==> src/rtl/sclh_map.vh <==
// register offsets, field positions, reset values and character codes of the serial line handler
`ifndef SCLH_MAP_VH
`define SCLH_MAP_VH
// ****************************************************************
// register offsets (byte addresses)
// ****************************************************************
`define SCLH_CTRL_OFS     12'h000
`define SCLH_STAT_OFS     12'h004
`define SCLH_LINE_OFS     12'h008
`define SCLH_LDATA_OFS    12'h00c
`define SCLH_LPOP_OFS     12'h010
`define SCLH_DONE_OFS     12'h014
// ****************************************************************
// control field positions and reset value
// ****************************************************************
`define SCLH_CTRL_BAUD_LO 0
`define SCLH_CTRL_BAUD_HI 1
`define SCLH_CTRL_ECHO    2
`define SCLH_CTRL_PROMPT  3
`define SCLH_CTRL_XON     4
`define SCLH_CTRL_LOOPRUN 5
`define SCLH_CTRL_RST     32'h0000_0005
// ****************************************************************
// baud selections and rates
// ****************************************************************
`define SCLH_BAUD_19200   2'd0
`define SCLH_BAUD_9600    2'd1
`define SCLH_BAUD_4800    2'd2
`define SCLH_BAUD_2400    2'd3
`define SCLH_CLK_HZ       200000000
`define SCLH_RATE_19200   19200
`define SCLH_RATE_9600    9600
`define SCLH_RATE_4800    4800
`define SCLH_RATE_2400    2400
`define SCLH_DATA_BITS    8
`define SCLH_STOP_BITS    1
// ****************************************************************
// character codes
// ****************************************************************
`define SCLH_CH_BS        8'h08
`define SCLH_CH_LF        8'h0a
`define SCLH_CH_CR        8'h0d
`define SCLH_CH_XON       8'h11
`define SCLH_CH_XOFF      8'h13
`define SCLH_CH_SP        8'h20
`define SCLH_CH_GT        8'h3e
`define SCLH_CTL_MAX      8'h1f
`define SCLH_LOOP_PAT     8'ha5
`endif

==> src/rtl/sclh_top.v <==
// serial command line handler: uart, line editing, echo/prompt/flow-control returns, loopback test
//
// Overview of operation
// - reset: 9600 8N1, echo on, flow off
// - rate 19200/9600/4800, and 2400 only where CLK_HZ / 2400 fits 16 bits (at 200 MHz it wraps to 17797), applies from the next bit period
// - CR or LF hands buffered line over
// - backspace removes last char, never terminators
// - other control codes 00-1F ignored
// - CR LF sent when line handed over
// - echo on: every received printable char sent back while no line waits, no loopback test runs, no DONE write in that cycle and the reply queue has room
// - backspace echoed as BS space BS
// - CR LF or LF CR: echo first only
// - prompt mode sends CR LF > when ready; flow mode sends XON instead
// - flow mode: terminator answered XOFF CR LF / XOFF
// - after XOFF, CR LF still sent with echo
// - loopback test passes only if looped externally
//
// Decided for this implementation: register access over APB and the placing of the registers.
`timescale 1ns/1ps
`include "sclh_map.vh"
module sclh_top #(
    parameter DEPTH  = 64,
    parameter AW     = 6,
    parameter CLK_HZ = `SCLH_CLK_HZ
) (
    input  wire        core_clk,
    input  wire        rst_n,
    input  wire        psel,
    input  wire        penable,
    input  wire        pwrite,
    input  wire [11:0] paddr,
    input  wire [31:0] pwdata,
    output reg  [31:0] prdata,
    output wire        pready,
    output wire        pslverr,
    input  wire        rx_pin,
    output reg         tx_pin,
    output reg         loop_pass,
    output reg         loop_done
);
    // ****************************************************************
    // baud divisors
    // ****************************************************************
    localparam integer DW_19200 = CLK_HZ / `SCLH_RATE_19200;
    localparam integer DW_9600  = CLK_HZ / `SCLH_RATE_9600;
    localparam integer DW_4800  = CLK_HZ / `SCLH_RATE_4800;
    localparam integer DW_2400  = CLK_HZ / `SCLH_RATE_2400;
    localparam [15:0] DIV_19200 = DW_19200[15:0];
    localparam [15:0] DIV_9600  = DW_9600[15:0];
    localparam [15:0] DIV_4800  = DW_4800[15:0];
    localparam [15:0] DIV_2400  = DW_2400[15:0];
    localparam [2:0]  RX_IDLE = 3'd0, RX_START = 3'd1, RX_DATA = 3'd2, RX_STOP = 3'd3;
    localparam [1:0]  TX_IDLE = 2'd0, TX_START = 2'd1, TX_DATA = 2'd2, TX_STOP = 2'd3;

    reg  [31:0]   ctrl;
    reg  [15:0]   bit_div;
    reg           rx_s1, rx_s2;
    wire          rx_line;
    reg  [2:0]    rx_state;
    reg  [15:0]   rx_cnt;
    reg  [2:0]    rx_bit;
    reg  [7:0]    rx_shift;
    reg           rx_valid;
    reg  [7:0]    rx_byte;
    reg  [1:0]    tx_state;
    reg  [15:0]   tx_cnt;
    reg  [2:0]    tx_bit;
    reg  [7:0]    tx_shift;
    reg  [7:0]    oq [0:7];
    reg  [2:0]    oq_wr, oq_rd;
    reg  [3:0]    oq_cnt;
    reg  [7:0]    line_mem [0:DEPTH-1];
    reg  [AW:0]   line_len;
    reg  [AW:0]   rd_ptr;
    reg           line_ready;
    reg           parse_busy;
    reg  [7:0]    last_term;
    reg           loop_wait;
    reg  [15:0]   loop_tmr;
    wire [15:0]   bit_last;
    wire          acc_wr, acc_rd, is_term, is_ctl;
    reg  [3:0]    push_n;
    reg  [31:0]   push_v;

    // baud choice applies to the very next bit period
    always @* begin
        case (ctrl[`SCLH_CTRL_BAUD_HI:`SCLH_CTRL_BAUD_LO])
            `SCLH_BAUD_19200: bit_div = DIV_19200;
            `SCLH_BAUD_4800:  bit_div = DIV_4800;
            `SCLH_BAUD_2400:  bit_div = DIV_2400;
            default:          bit_div = DIV_9600;
        endcase
    end
    // counters run to zero, so the reload is one less than the bit period
    assign bit_last = bit_div - 16'h1;

    // ****************************************************************
    // apb slave: zero wait states, unmapped reads return zero
    // ****************************************************************
    assign pready  = 1'b1;
    assign pslverr = 1'b0;
    assign acc_wr  = psel & penable & pwrite;
    assign acc_rd  = psel & penable & ~pwrite;

    always @* begin
        case (paddr)
            `SCLH_CTRL_OFS:  prdata = ctrl;
            `SCLH_STAT_OFS:  prdata = {26'h0, parse_busy, loop_wait, loop_done, loop_pass, line_ready, oq_cnt == 4'd0};
            `SCLH_LINE_OFS:  prdata = {{(31-AW){1'b0}}, line_len};
            `SCLH_LDATA_OFS: prdata = {24'h0, line_mem[rd_ptr[AW-1:0]]};
            default:         prdata = 32'h0;
        endcase
    end

    // ****************************************************************
    // receiver: two-flop sync, mid-bit sampling, 8N1
    // ****************************************************************
    assign rx_line = rx_s2;
    always @(posedge core_clk) begin
        rx_valid <= 1'b0;
        if (!rst_n) begin
            rx_s1 <= 1'b1; rx_s2 <= 1'b1;
            rx_state <= RX_IDLE; rx_cnt <= 16'h0; rx_bit <= 3'd0;
            rx_shift <= 8'h0; rx_byte <= 8'h0;
        end else begin
            rx_s1 <= rx_pin;
            rx_s2 <= rx_s1;
            case (rx_state)
                RX_IDLE: if (!rx_line) begin
                    rx_state <= RX_START;
                    rx_cnt   <= {1'b0, bit_div[15:1]};
                end
                RX_START: if (rx_cnt == 16'h0) begin
                    rx_cnt   <= bit_last;
                    rx_bit   <= 3'd0;
                    rx_state <= rx_line ? RX_IDLE : RX_DATA; // glitch rejects
                end else rx_cnt <= rx_cnt - 16'h1;
                RX_DATA: if (rx_cnt == 16'h0) begin
                    rx_cnt   <= bit_last;
                    rx_shift <= {rx_line, rx_shift[7:1]};
                    rx_bit   <= rx_bit + 3'd1;
                    if (rx_bit == 3'd7) rx_state <= RX_STOP;
                end else rx_cnt <= rx_cnt - 16'h1;
                RX_STOP: if (rx_cnt == 16'h0) begin
                    rx_state <= RX_IDLE;
                    if (rx_line) begin
                        rx_valid <= 1'b1;
                        rx_byte  <= rx_shift;
                    end
                end else rx_cnt <= rx_cnt - 16'h1;
                default: rx_state <= RX_IDLE;
            endcase
        end
    end

    // ****************************************************************
    // reply sequence for each event; up to three bytes packed low first
    // ****************************************************************
    assign is_term = (rx_byte == `SCLH_CH_CR) || (rx_byte == `SCLH_CH_LF);
    assign is_ctl  = rx_byte <= `SCLH_CTL_MAX;
    wire echo_on   = ctrl[`SCLH_CTRL_ECHO];
    wire flow_on   = ctrl[`SCLH_CTRL_XON];
    wire prompt_on = ctrl[`SCLH_CTRL_PROMPT];
    // second of a CR/LF pair: already terminated, echo and parse nothing
    wire pair_2nd  = is_term && (last_term != 8'h00) && (last_term != rx_byte);
    wire done_wr   = acc_wr && (paddr == `SCLH_DONE_OFS);

    always @* begin
        push_n = 4'd0;
        push_v = 32'h0;
        if (done_wr && parse_busy) begin
            if (flow_on) begin
                push_n = 4'd1; push_v = {24'h0, `SCLH_CH_XON};
            end else if (prompt_on) begin
                push_n = 4'd3; push_v = {8'h0, `SCLH_CH_GT, `SCLH_CH_LF, `SCLH_CH_CR};
            end
        end else if (rx_valid && !loop_wait) begin
            if (is_term && !pair_2nd && !line_ready) begin
                if (flow_on && echo_on) begin
                    push_n = 4'd3; push_v = {8'h0, `SCLH_CH_LF, `SCLH_CH_CR, `SCLH_CH_XOFF};
                end else if (flow_on) begin
                    push_n = 4'd1; push_v = {24'h0, `SCLH_CH_XOFF};
                end else begin
                    push_n = 4'd2; push_v = {16'h0, `SCLH_CH_LF, `SCLH_CH_CR};
                end
            end else if (!is_term && echo_on && !line_ready) begin
                if (rx_byte == `SCLH_CH_BS) begin
                    push_n = 4'd3; push_v = {8'h0, `SCLH_CH_BS, `SCLH_CH_SP, `SCLH_CH_BS};
                end else if (!is_ctl) begin
                    push_n = 4'd1; push_v = {24'h0, rx_byte};
                end
            end
        end
    end

    // ****************************************************************
    // control, line buffer, reply queue, loopback test
    // ****************************************************************
    integer i;
    always @(posedge core_clk) begin
        if (!rst_n) begin
            ctrl <= `SCLH_CTRL_RST;
            line_len <= {(AW+1){1'b0}}; rd_ptr <= {(AW+1){1'b0}};
            line_ready <= 1'b0; parse_busy <= 1'b0; last_term <= 8'h00;
            oq_wr <= 3'd0; oq_cnt <= 4'd0;
            loop_wait <= 1'b0; loop_pass <= 1'b0; loop_done <= 1'b0;
            loop_tmr <= 16'h0;
        end else begin
            // fail timer runs only once the pattern has fully left the line
            if (!loop_wait || tx_state != TX_IDLE || oq_cnt != 4'd0)
                loop_tmr <= 16'h0;
            else
                loop_tmr <= loop_tmr + 16'h1;
            if (acc_wr && paddr == `SCLH_CTRL_OFS)
                ctrl <= {26'h0, pwdata[5:0]};
            if (acc_rd && paddr == `SCLH_LDATA_OFS && rd_ptr < line_len)
                rd_ptr <= rd_ptr + {{AW{1'b0}}, 1'b1};
            if (acc_wr && paddr == `SCLH_LPOP_OFS) begin
                line_ready <= 1'b0;                                             // parser took the line
                parse_busy <= 1'b1;
                line_len   <= {(AW+1){1'b0}};
                rd_ptr     <= {(AW+1){1'b0}};
            end
            if (done_wr) parse_busy <= 1'b0;
            // line editing; chars arriving while a line waits are dropped
            if (rx_valid && !loop_wait) begin
                // a completed pair clears the memory so the next line starts fresh
                last_term <= (is_term && !pair_2nd) ? rx_byte : 8'h00;
                if (is_term && !pair_2nd && !line_ready)
                    line_ready <= 1'b1;
                else if (rx_byte == `SCLH_CH_BS && line_len != 0 && !line_ready)
                    line_len <= line_len - {{AW{1'b0}}, 1'b1};
                else if (!is_ctl && !line_ready && line_len < DEPTH) begin
                    line_mem[line_len[AW-1:0]] <= rx_byte;
                    line_len <= line_len + {{AW{1'b0}}, 1'b1};
                end
            end
            // loopback: send pattern, pass only if it returns intact
            if (ctrl[`SCLH_CTRL_LOOPRUN] && !loop_wait && oq_cnt == 4'd0) begin
                loop_wait <= 1'b1; loop_done <= 1'b0; loop_pass <= 1'b0;
                ctrl[`SCLH_CTRL_LOOPRUN] <= 1'b0;
                oq[oq_wr] <= `SCLH_LOOP_PAT;
                oq_wr <= oq_wr + 3'd1;
            end else if (loop_wait && (rx_valid || loop_tmr == bit_div)) begin
                loop_wait <= 1'b0; loop_done <= 1'b1;
                loop_pass <= rx_valid && rx_byte == `SCLH_LOOP_PAT;
            end else if (push_n != 4'd0 && oq_cnt + push_n <= 4'd8) begin
                for (i = 0; i < 4; i = i + 1)
                    if (i < push_n) oq[oq_wr + i[2:0]] <= push_v[i*8 +: 8];
                oq_wr <= oq_wr + push_n[2:0];
            end
            oq_cnt <= oq_cnt + ((ctrl[`SCLH_CTRL_LOOPRUN] && !loop_wait && oq_cnt == 4'd0) ? 4'd1 :
                      (loop_wait ? 4'd0 : ((push_n != 4'd0 && oq_cnt + push_n <= 4'd8) ? push_n : 4'd0)))
                      - ((tx_state == TX_IDLE && oq_cnt != 4'd0) ? 4'd1 : 4'd0);
        end
    end

    // ****************************************************************
    // transmitter: 8N1 from reply queue
    // ****************************************************************
    always @(posedge core_clk) begin
        if (!rst_n) begin
            tx_state <= TX_IDLE; tx_cnt <= 16'h0; tx_bit <= 3'd0;
            tx_shift <= 8'h0; tx_pin <= 1'b1; oq_rd <= 3'd0;
        end else begin
            case (tx_state)
                TX_IDLE: if (oq_cnt != 4'd0) begin
                    tx_shift <= oq[oq_rd];
                    oq_rd    <= oq_rd + 3'd1;
                    tx_pin   <= 1'b0;
                    tx_cnt   <= bit_last;
                    tx_state <= TX_START;
                end
                TX_START: if (tx_cnt == 16'h0) begin
                    tx_pin <= tx_shift[0]; tx_bit <= 3'd0;
                    tx_cnt <= bit_last; tx_state <= TX_DATA;
                end else tx_cnt <= tx_cnt - 16'h1;
                TX_DATA: if (tx_cnt == 16'h0) begin
                    tx_cnt <= bit_last;
                    tx_bit <= tx_bit + 3'd1;
                    if (tx_bit == 3'd7) begin
                        tx_pin <= 1'b1; tx_state <= TX_STOP;
                    end else begin
                        tx_pin <= tx_shift[tx_bit + 3'd1];
                    end
                end else tx_cnt <= tx_cnt - 16'h1;
                TX_STOP: if (tx_cnt == 16'h0) tx_state <= TX_IDLE;
                         else tx_cnt <= tx_cnt - 16'h1;
                default: tx_state <= TX_IDLE;
            endcase
        end
    end
endmodule // sclh_top

==> config.mk <==
export PLATFORM = sky130hd
export DESIGN_NAME = sclh_top
export DESIGN_NICKNAME = d
export VERILOG_FILES = /design/src/rtl/sclh_top.v
export VERILOG_INCLUDE_DIRS = /design/src /design/src/rtl
export SDC_FILE = /design/constraint.sdc
export NUM_CORES = 1
export LEC_CHECK = 0
export ABC_AREA = 1
export BUFFER_PORTS_ARGS = -buffer_cell sky130_fd_sc_hd__buf_2
export CORE_MARGIN = 2
export CORE_UTILIZATION = 45
export DETAILED_ROUTE_END_ITERATION = 16
export SLEW_MARGIN = 10
export SYNTH_ARGS = -nofsm -noshare
export SYNTH_HDL_FRONTEND = slang
export SYNTH_SLANG_ARGS = --single-unit
==> constraint.sdc <==
create_clock -name core_clk -period 8 [get_ports core_clk]
set_clock_uncertainty 0.05 [all_clocks]
set_input_delay 0.8 -clock core_clk [delete_from_list [all_inputs] [get_ports core_clk]]
set_output_delay 0.8 -clock core_clk [all_outputs]
set_load 0.02 [all_outputs]
# Word-level counts from Yosys, hierarchy flattened
# Memories as Yosys holds them, arrays and structs flattened. A register that Yosys moved wholly into a read port is not among the register bits.
# Cells that the tools add are included.
# Widths: inputs -> output; s select.
# totals
word_cells,278
inputBits,50
regBits,122
mem_bits_rw,576
n_memories,2
out_inout_bits,37
# classes
n_bitwise,6
reduce_logical,71
n_eq_ne,34
addsub,17
n_mux,113
magnitude_cmp,9
# memory_table
memory,depth,width,read_ports,rd_ports_with_merged_regs,wr,line_no,text
line_mem,64,8,1,1,1,sclh_top.v:72,reg [7:0] line_mem [0:DEPTH-1];
oq,8,8,1,1,3,sclh_top.v:69,reg [7:0] oq [0:7];
# op_table
cell,count
$pmux 16 s3,3
$mux 16,6
$mux 32,3
$mux 20,3
$sub 16x1->16 const B,3
$mux 1,47
$mux 22,2
$mux 3,12
$mux 7,5
$logic_not 16->1,2
$mux 8,4
$pmux 8 s4,1
$ne 2x2->1 const B,13
$eq 12x4->1 const B,2
$eq 12x5->1 const B,2
$eq 8x4->1 const B,3
$logic_and 1x1->1,24
$mux 2,12
$mux 4,6
$add 16x1->16 const B,1
$eq 16x16->1,1
$reduce_and 3->1,5
$add 7x1->7 const B,2
$add 3x1->3 const B,4
other kinds (46),84

# Depth between registers and ports, before layout
# depth
ltp_word,20
mapped_depth,30
depth_no_buf,30

# Least setup slack after synthesis
# Ideal clock, no wire load.
# synth_timing
kind,register -> register
startpoint,reg rx_byte[2]
endpoint,reg oq_cnt[2]
slack_ps,3016
setup_time_ps,128
synth_period_minus_slack_ps,4984
stages_incl_launch_ff,27
path_buffers,1
arrival_time_ps,4807
required_time_ps,7822
cell_sequence,dfxtp_1 > buf_2 > nand4_1 > nand2_1 > nand2_1 > nor2_1 > nand2_2 > nand4_1 > nand3_1 > nand2_1 > nand2_1 > inv_1 > ha_1 > fa_1 > a211oi_1 > o21ai_0 > nand2_1 > nand3_2 > o21ai_0 > inv_1 > ha_1 > inv_1 > ha_1 > inv_1 > fa_1 > xor2_1 > nor2_1
# synth_via
elab_chain_len,18
elab_cells_between_ends,29
classes_between,add/sub: 3; order compare: 2; eq/ne: 4; mux: 9; reduce/logical: 11
# synth_rtl
item,line_no,text
start: declaration,sclh_top.v:64,reg [7:0] rx_byte;
start signal: assignment,sclh_top.v:148,rx_byte <= rx_shift;
branches (longest 7 deep; another with $le 8x5->1),-,
$mux 4 *,sclh_top.v:178,if (is_term && !pair_2nd && !line_ready) begin
$mux 4 *,sclh_top.v:177,end else if (rx_valid && !loop_wait) begin
$mux 4 *,sclh_top.v:171,if (done_wr && parse_busy) begin
$add 4x4->4,sclh_top.v:253,(loop_wait ? 4'd0 : ((push_n != 4'd0 && oq_cnt + push_n <= 4'd8) ? push_n : 4'd0)))
$le 4x4->1,sclh_top.v:253,
$logic_and 1x1->1,sclh_top.v:253,
$mux 4 * (2 in series),sclh_top.v:253,
$mux 4 *,sclh_top.v:252,oq_cnt <= oq_cnt + ((ctrl[`SCLH_CTRL_LOOPRUN] && !loop_wait && oq_cnt == 4'd0) ? 4'd1 :
$add 4x4->4 *,sclh_top.v:252,
$sub 4x1->4 *,sclh_top.v:252,
end signal: assignment,sclh_top.v:252,
end: declaration,sclh_top.v:71,reg [3:0] oq_cnt;
# Every way passes the cells marked *.
# A chain may end at the register's enable or synchronous reset.

==> results.md <==
- # IOs: 87
- Chip height: 271 um
- Max-slew violation count: 0
- Via density: 5.84
- DRT iter0 DRCs: 2556
- Routed vias: 24600
- WL final: 90.1 mm
- Antenna Nets Post-Route: 0
- Final setup vio count: 0
- Worst-Skew Late Latency: 0.63 ns
- Final setup TNS: 0 ns
- CTS Hold Bufs: 0
- Met2 routed WL: 41.9 mm
- WP buf/inv: 4
- Peak VDD IR: 0.220 mV
- TritonCTS clock tree: yes
- Die area: 73700 sq um
- Worst hold path class: in -> reg
- Area delta synth->final: 10.7%
- RSZ-0062 raised after global routing: no
- DR top layer: met4
- Antenna cell count: 0
- Power per cell area: 243 nW/um^2
- Mapped Avg Cell Area: 10.0 sq um
- Gr usage total: 24.0%
- Max-slew headroom: 18.6%
- Root Buffer: clkbuf_16
- Max stage delay on crit path: 0.62 ns
- Dpl hpwl: 56.1 mm
- Per-cell routed wire length: 21.4 um
- Slowest CP cell: dfxtp_2
- Critical Path RT: 8.25 ns
- Initial DRT Pass Iterations: 6
- Max Fclk: 0.170 GHz
- Port bufs: 34
- First-pass GRT wire length: 137 mm
- Vias in the first global route: 23400
- CP arrival: 6.14 ns
- Initial antenna violation count: 0
- Chip Width: 271 um
- Synth warn: 0
- Clock period minus worst slack: 5.88 ns
- H-tree depth: 3
- Post-synth top cells: edfxtp_1, nor2_1, o21ai_0
- Longest Clk Path Bufs: 3
- Final WS setup: 2.12 ns
- Yosys top cell area share: 51.5%
- Remaining global-route overflow: 0
- Synth async-reset ratio: 0%
- Yosys reg bits: 711
- M1 wire length: 38.9 mm
- Max Fanout on Critical Path: 45
- Type of the worst setup path: reg -> reg
- Synth Instances: 3207
- Post-synth EDFFs: 552
- Synth unique cells: 57
- Pin slew with the least headroom to its limit: 1.22 ns
- DP Worst Slack: 2.33 ns
- Sequential area share after synthesis: 61.4%
- DRC violations left: 0
- Fraction of layout cells with a size suffix above 1: 7.83%
- Leak: 11.8 nW
- Worst Setup End Kind: flop
- Fin nets: 3293
- Clock sink count: 711
- Post-CTS Setup Bufs: 0
- Clock slew at reported path FFs: 0.06 ns
- Crit path launch type: flop
- Crit path top cell by count: nand2_1
- TritonCTS buffer count: 78
- Post-CTS Resized: 0
- Max cap viols: 0
- Core Footprint: 71100 sq um
- Crit path max-delay family: simple AND/OR/NAND/NOR gates
- Area contributors post-synth: edfxtp_1, dfxtp_1, o21ai_0
- Largest area contributor in the netlist: edfxtp_1
- Count leader, synth: edfxtp_1
- Met3 WL: 6.45 mm
- Site Rows: 98
- Synth Cell Area: 32200 sq um
- Final Hold Fails: 0
- Initial Utilization: 45.3%
- Ys flop type: edfxtp_1
- Final period util: 73.5%
- Largest net degree at the start of global routing: 131
- Status: complete, no violations
- Placer Congestion: 0.912
- Filler Cells Inserted: 6461
- Worst hold slack: 0.316 ns
-- worst reg2reg max path, stage by stage, from the launching register on --
cell	delay, ns
dfxtp_2	0.62
buf_4	0.54
nand2_1	0.14
nand2_1	0.08
nand2_1	0.05
nor2_1	0.10
nand2_1	0.09
o21ai_0	0.08
nand2_1	0.10
nor2_1	0.14
inv_1	0.07
nand2_1	0.10
inv_1	0.19
nand2_1	0.31
nand2_1	0.27
fa_1	0.50
a211oi_1	0.23
o21ai_0	0.13
nand2_1	0.19
nand3_2	0.20
nor3_4	0.15
buf_4	0.31
nand2_2	0.22
nor2_1	0.36
nor2_1	0.13
nand2_1	0.22
-- power breakdown --
part | internal [mW] | total [mW] | switching, mW
combinational | 0.336 | 1.03 | 0.697
sequential | 4.02 | 4.10 | 0.0882
clock | 2.01 | 3.51 | 1.51
total | 6.36 | 8.65 | 2.29
-- metal layers --
layer,track usage (%),vias up
met2,38.5,1027
li1,-,11400
met1,33.3,11900
met4,8.21,0
met5,0,-
met3,3.84,187
-- layout make-up --
| class | instances | area (sq um) | area share, % |
|---|---|---|---|
| clock inverters | 47 | 400 | 1.12 |
| repair buffers | 64 | 408 | 1.15 |
| flip-flops and latches | 711 | 19800 | 55.5 |
| multi-input cells | 2093 | 10800 | 30.4 |
| well taps | 950 | 1190 | 3.34 |
| clock buffers | 93 | 2090 | 5.87 |
| inverters | 248 | 937 | 2.63 |
-- worst paths after layout --
kind | cells after the start | from | slack, ns | endpoint
max | 25 | rx_byte[5] | 2.12 | oq[7][2]
min reg2reg | 1 | rx_s1 | 0.36 | rx_line
max reg2reg | 25 | rx_byte[5] | 2.12 | oq[7][2]
min | 2 | rx_pin | 0.32 | rx_s1
-- registers in the layout, indices dropped and copies added, names as in the netlist, 2 cells and up, named ones only --
register and flops:
rx_cnt 16, rx_shift 8, oq_wr 3, oq_cnt 4, line_mem 512, oq 64
line_len 7, loop_tmr 16, tx_cnt 16, rx_bit 3, oq_rd 3, tx_shift 8
last_term 8, rx_state 2, rx_byte 8, ctrl 6, tx_state 2, tx_bit 3
rd_ptr 7
-- cells by family (layout without fill, tap and decap cells) --
| kind of cell | count (synthesis) | in the layout | share of synthesized area [%] |
|---|---|---|---|
| adder cells (fa/ha/maj) | 47 | 47 | 1.90 |
| XOR/XNOR | 28 | 28 | 0.762 |
| AO/OA/AOI/OAI | 806 | 806 | 14.9 |
| buffers and inverters | 427 | 452 | 5.31 |
| AND/OR/NAND/NOR | 1185 | 1185 | 15.7 |
| other | 2 | 26 | 0.0233 |
| flip-flops | 711 | 711 | 61.4 |
| multiplexers | 1 | 1 | 0.0350 |
-- per-stage QoR --
| step | util (%) | instance area [sq um] | cells | power (mW) |
|---|---|---|---|---|
| after global routing | 50.1 | 35600 | 4206 | 8.97 |
| after floorplan | - | 32300 | 3231 | 4.92 |
| final | 50.1 | 35600 | 4206 | 8.65 |
| after global placement | 46.6 | 33100 | 4066 | 5.17 |
| after CTS | 50.1 | 35600 | 4206 | 8.68 |
| after detailed placement | 46.6 | 33100 | 4066 | 5.19 |
-- cell usage in the layout (no fill, tap or decap), types with 6 or more instances in the layout --
| master | instances |
|---|---|
| edfxtp_1 | 552 |
| nand4_1 | 39 |
| buf_2 | 34 |
| inv_1 | 219 |
| buf_4 | 29 |
| a21oi_1 | 132 |
| nor2_1 | 536 |
| inv_2 | 15 |
| nor4_1 | 8 |
| clkbuf_16 | 80 |
| nand2_1 | 337 |
| nand2_2 | 6 |
| clkbuf_1 | 9 |
| nand3_1 | 176 |
| dfxtp_1 | 148 |
| clkinv_1 | 21 |
| ha_1 | 44 |
| dfxtp_2 | 9 |
| xnor2_1 | 7 |
| o21ai_0 | 412 |
| o22ai_1 | 50 |
| nor3_2 | 6 |
| xor2_1 | 21 |
| nand3_2 | 8 |
| nor3_1 | 45 |
| conb_1 | 26 |
| a211oi_1 | 9 |
| a31oi_1 | 24 |
| o221ai_1 | 111 |
| a221oi_1 | 14 |
| or2_2 | 7 |
| o31ai_1 | 9 |
| nor3b_1 | 6 |
| clkinv_2 | 23 |
| o211ai_1 | 24 |
Note: power is estimated with default switching activity, not from simulation.
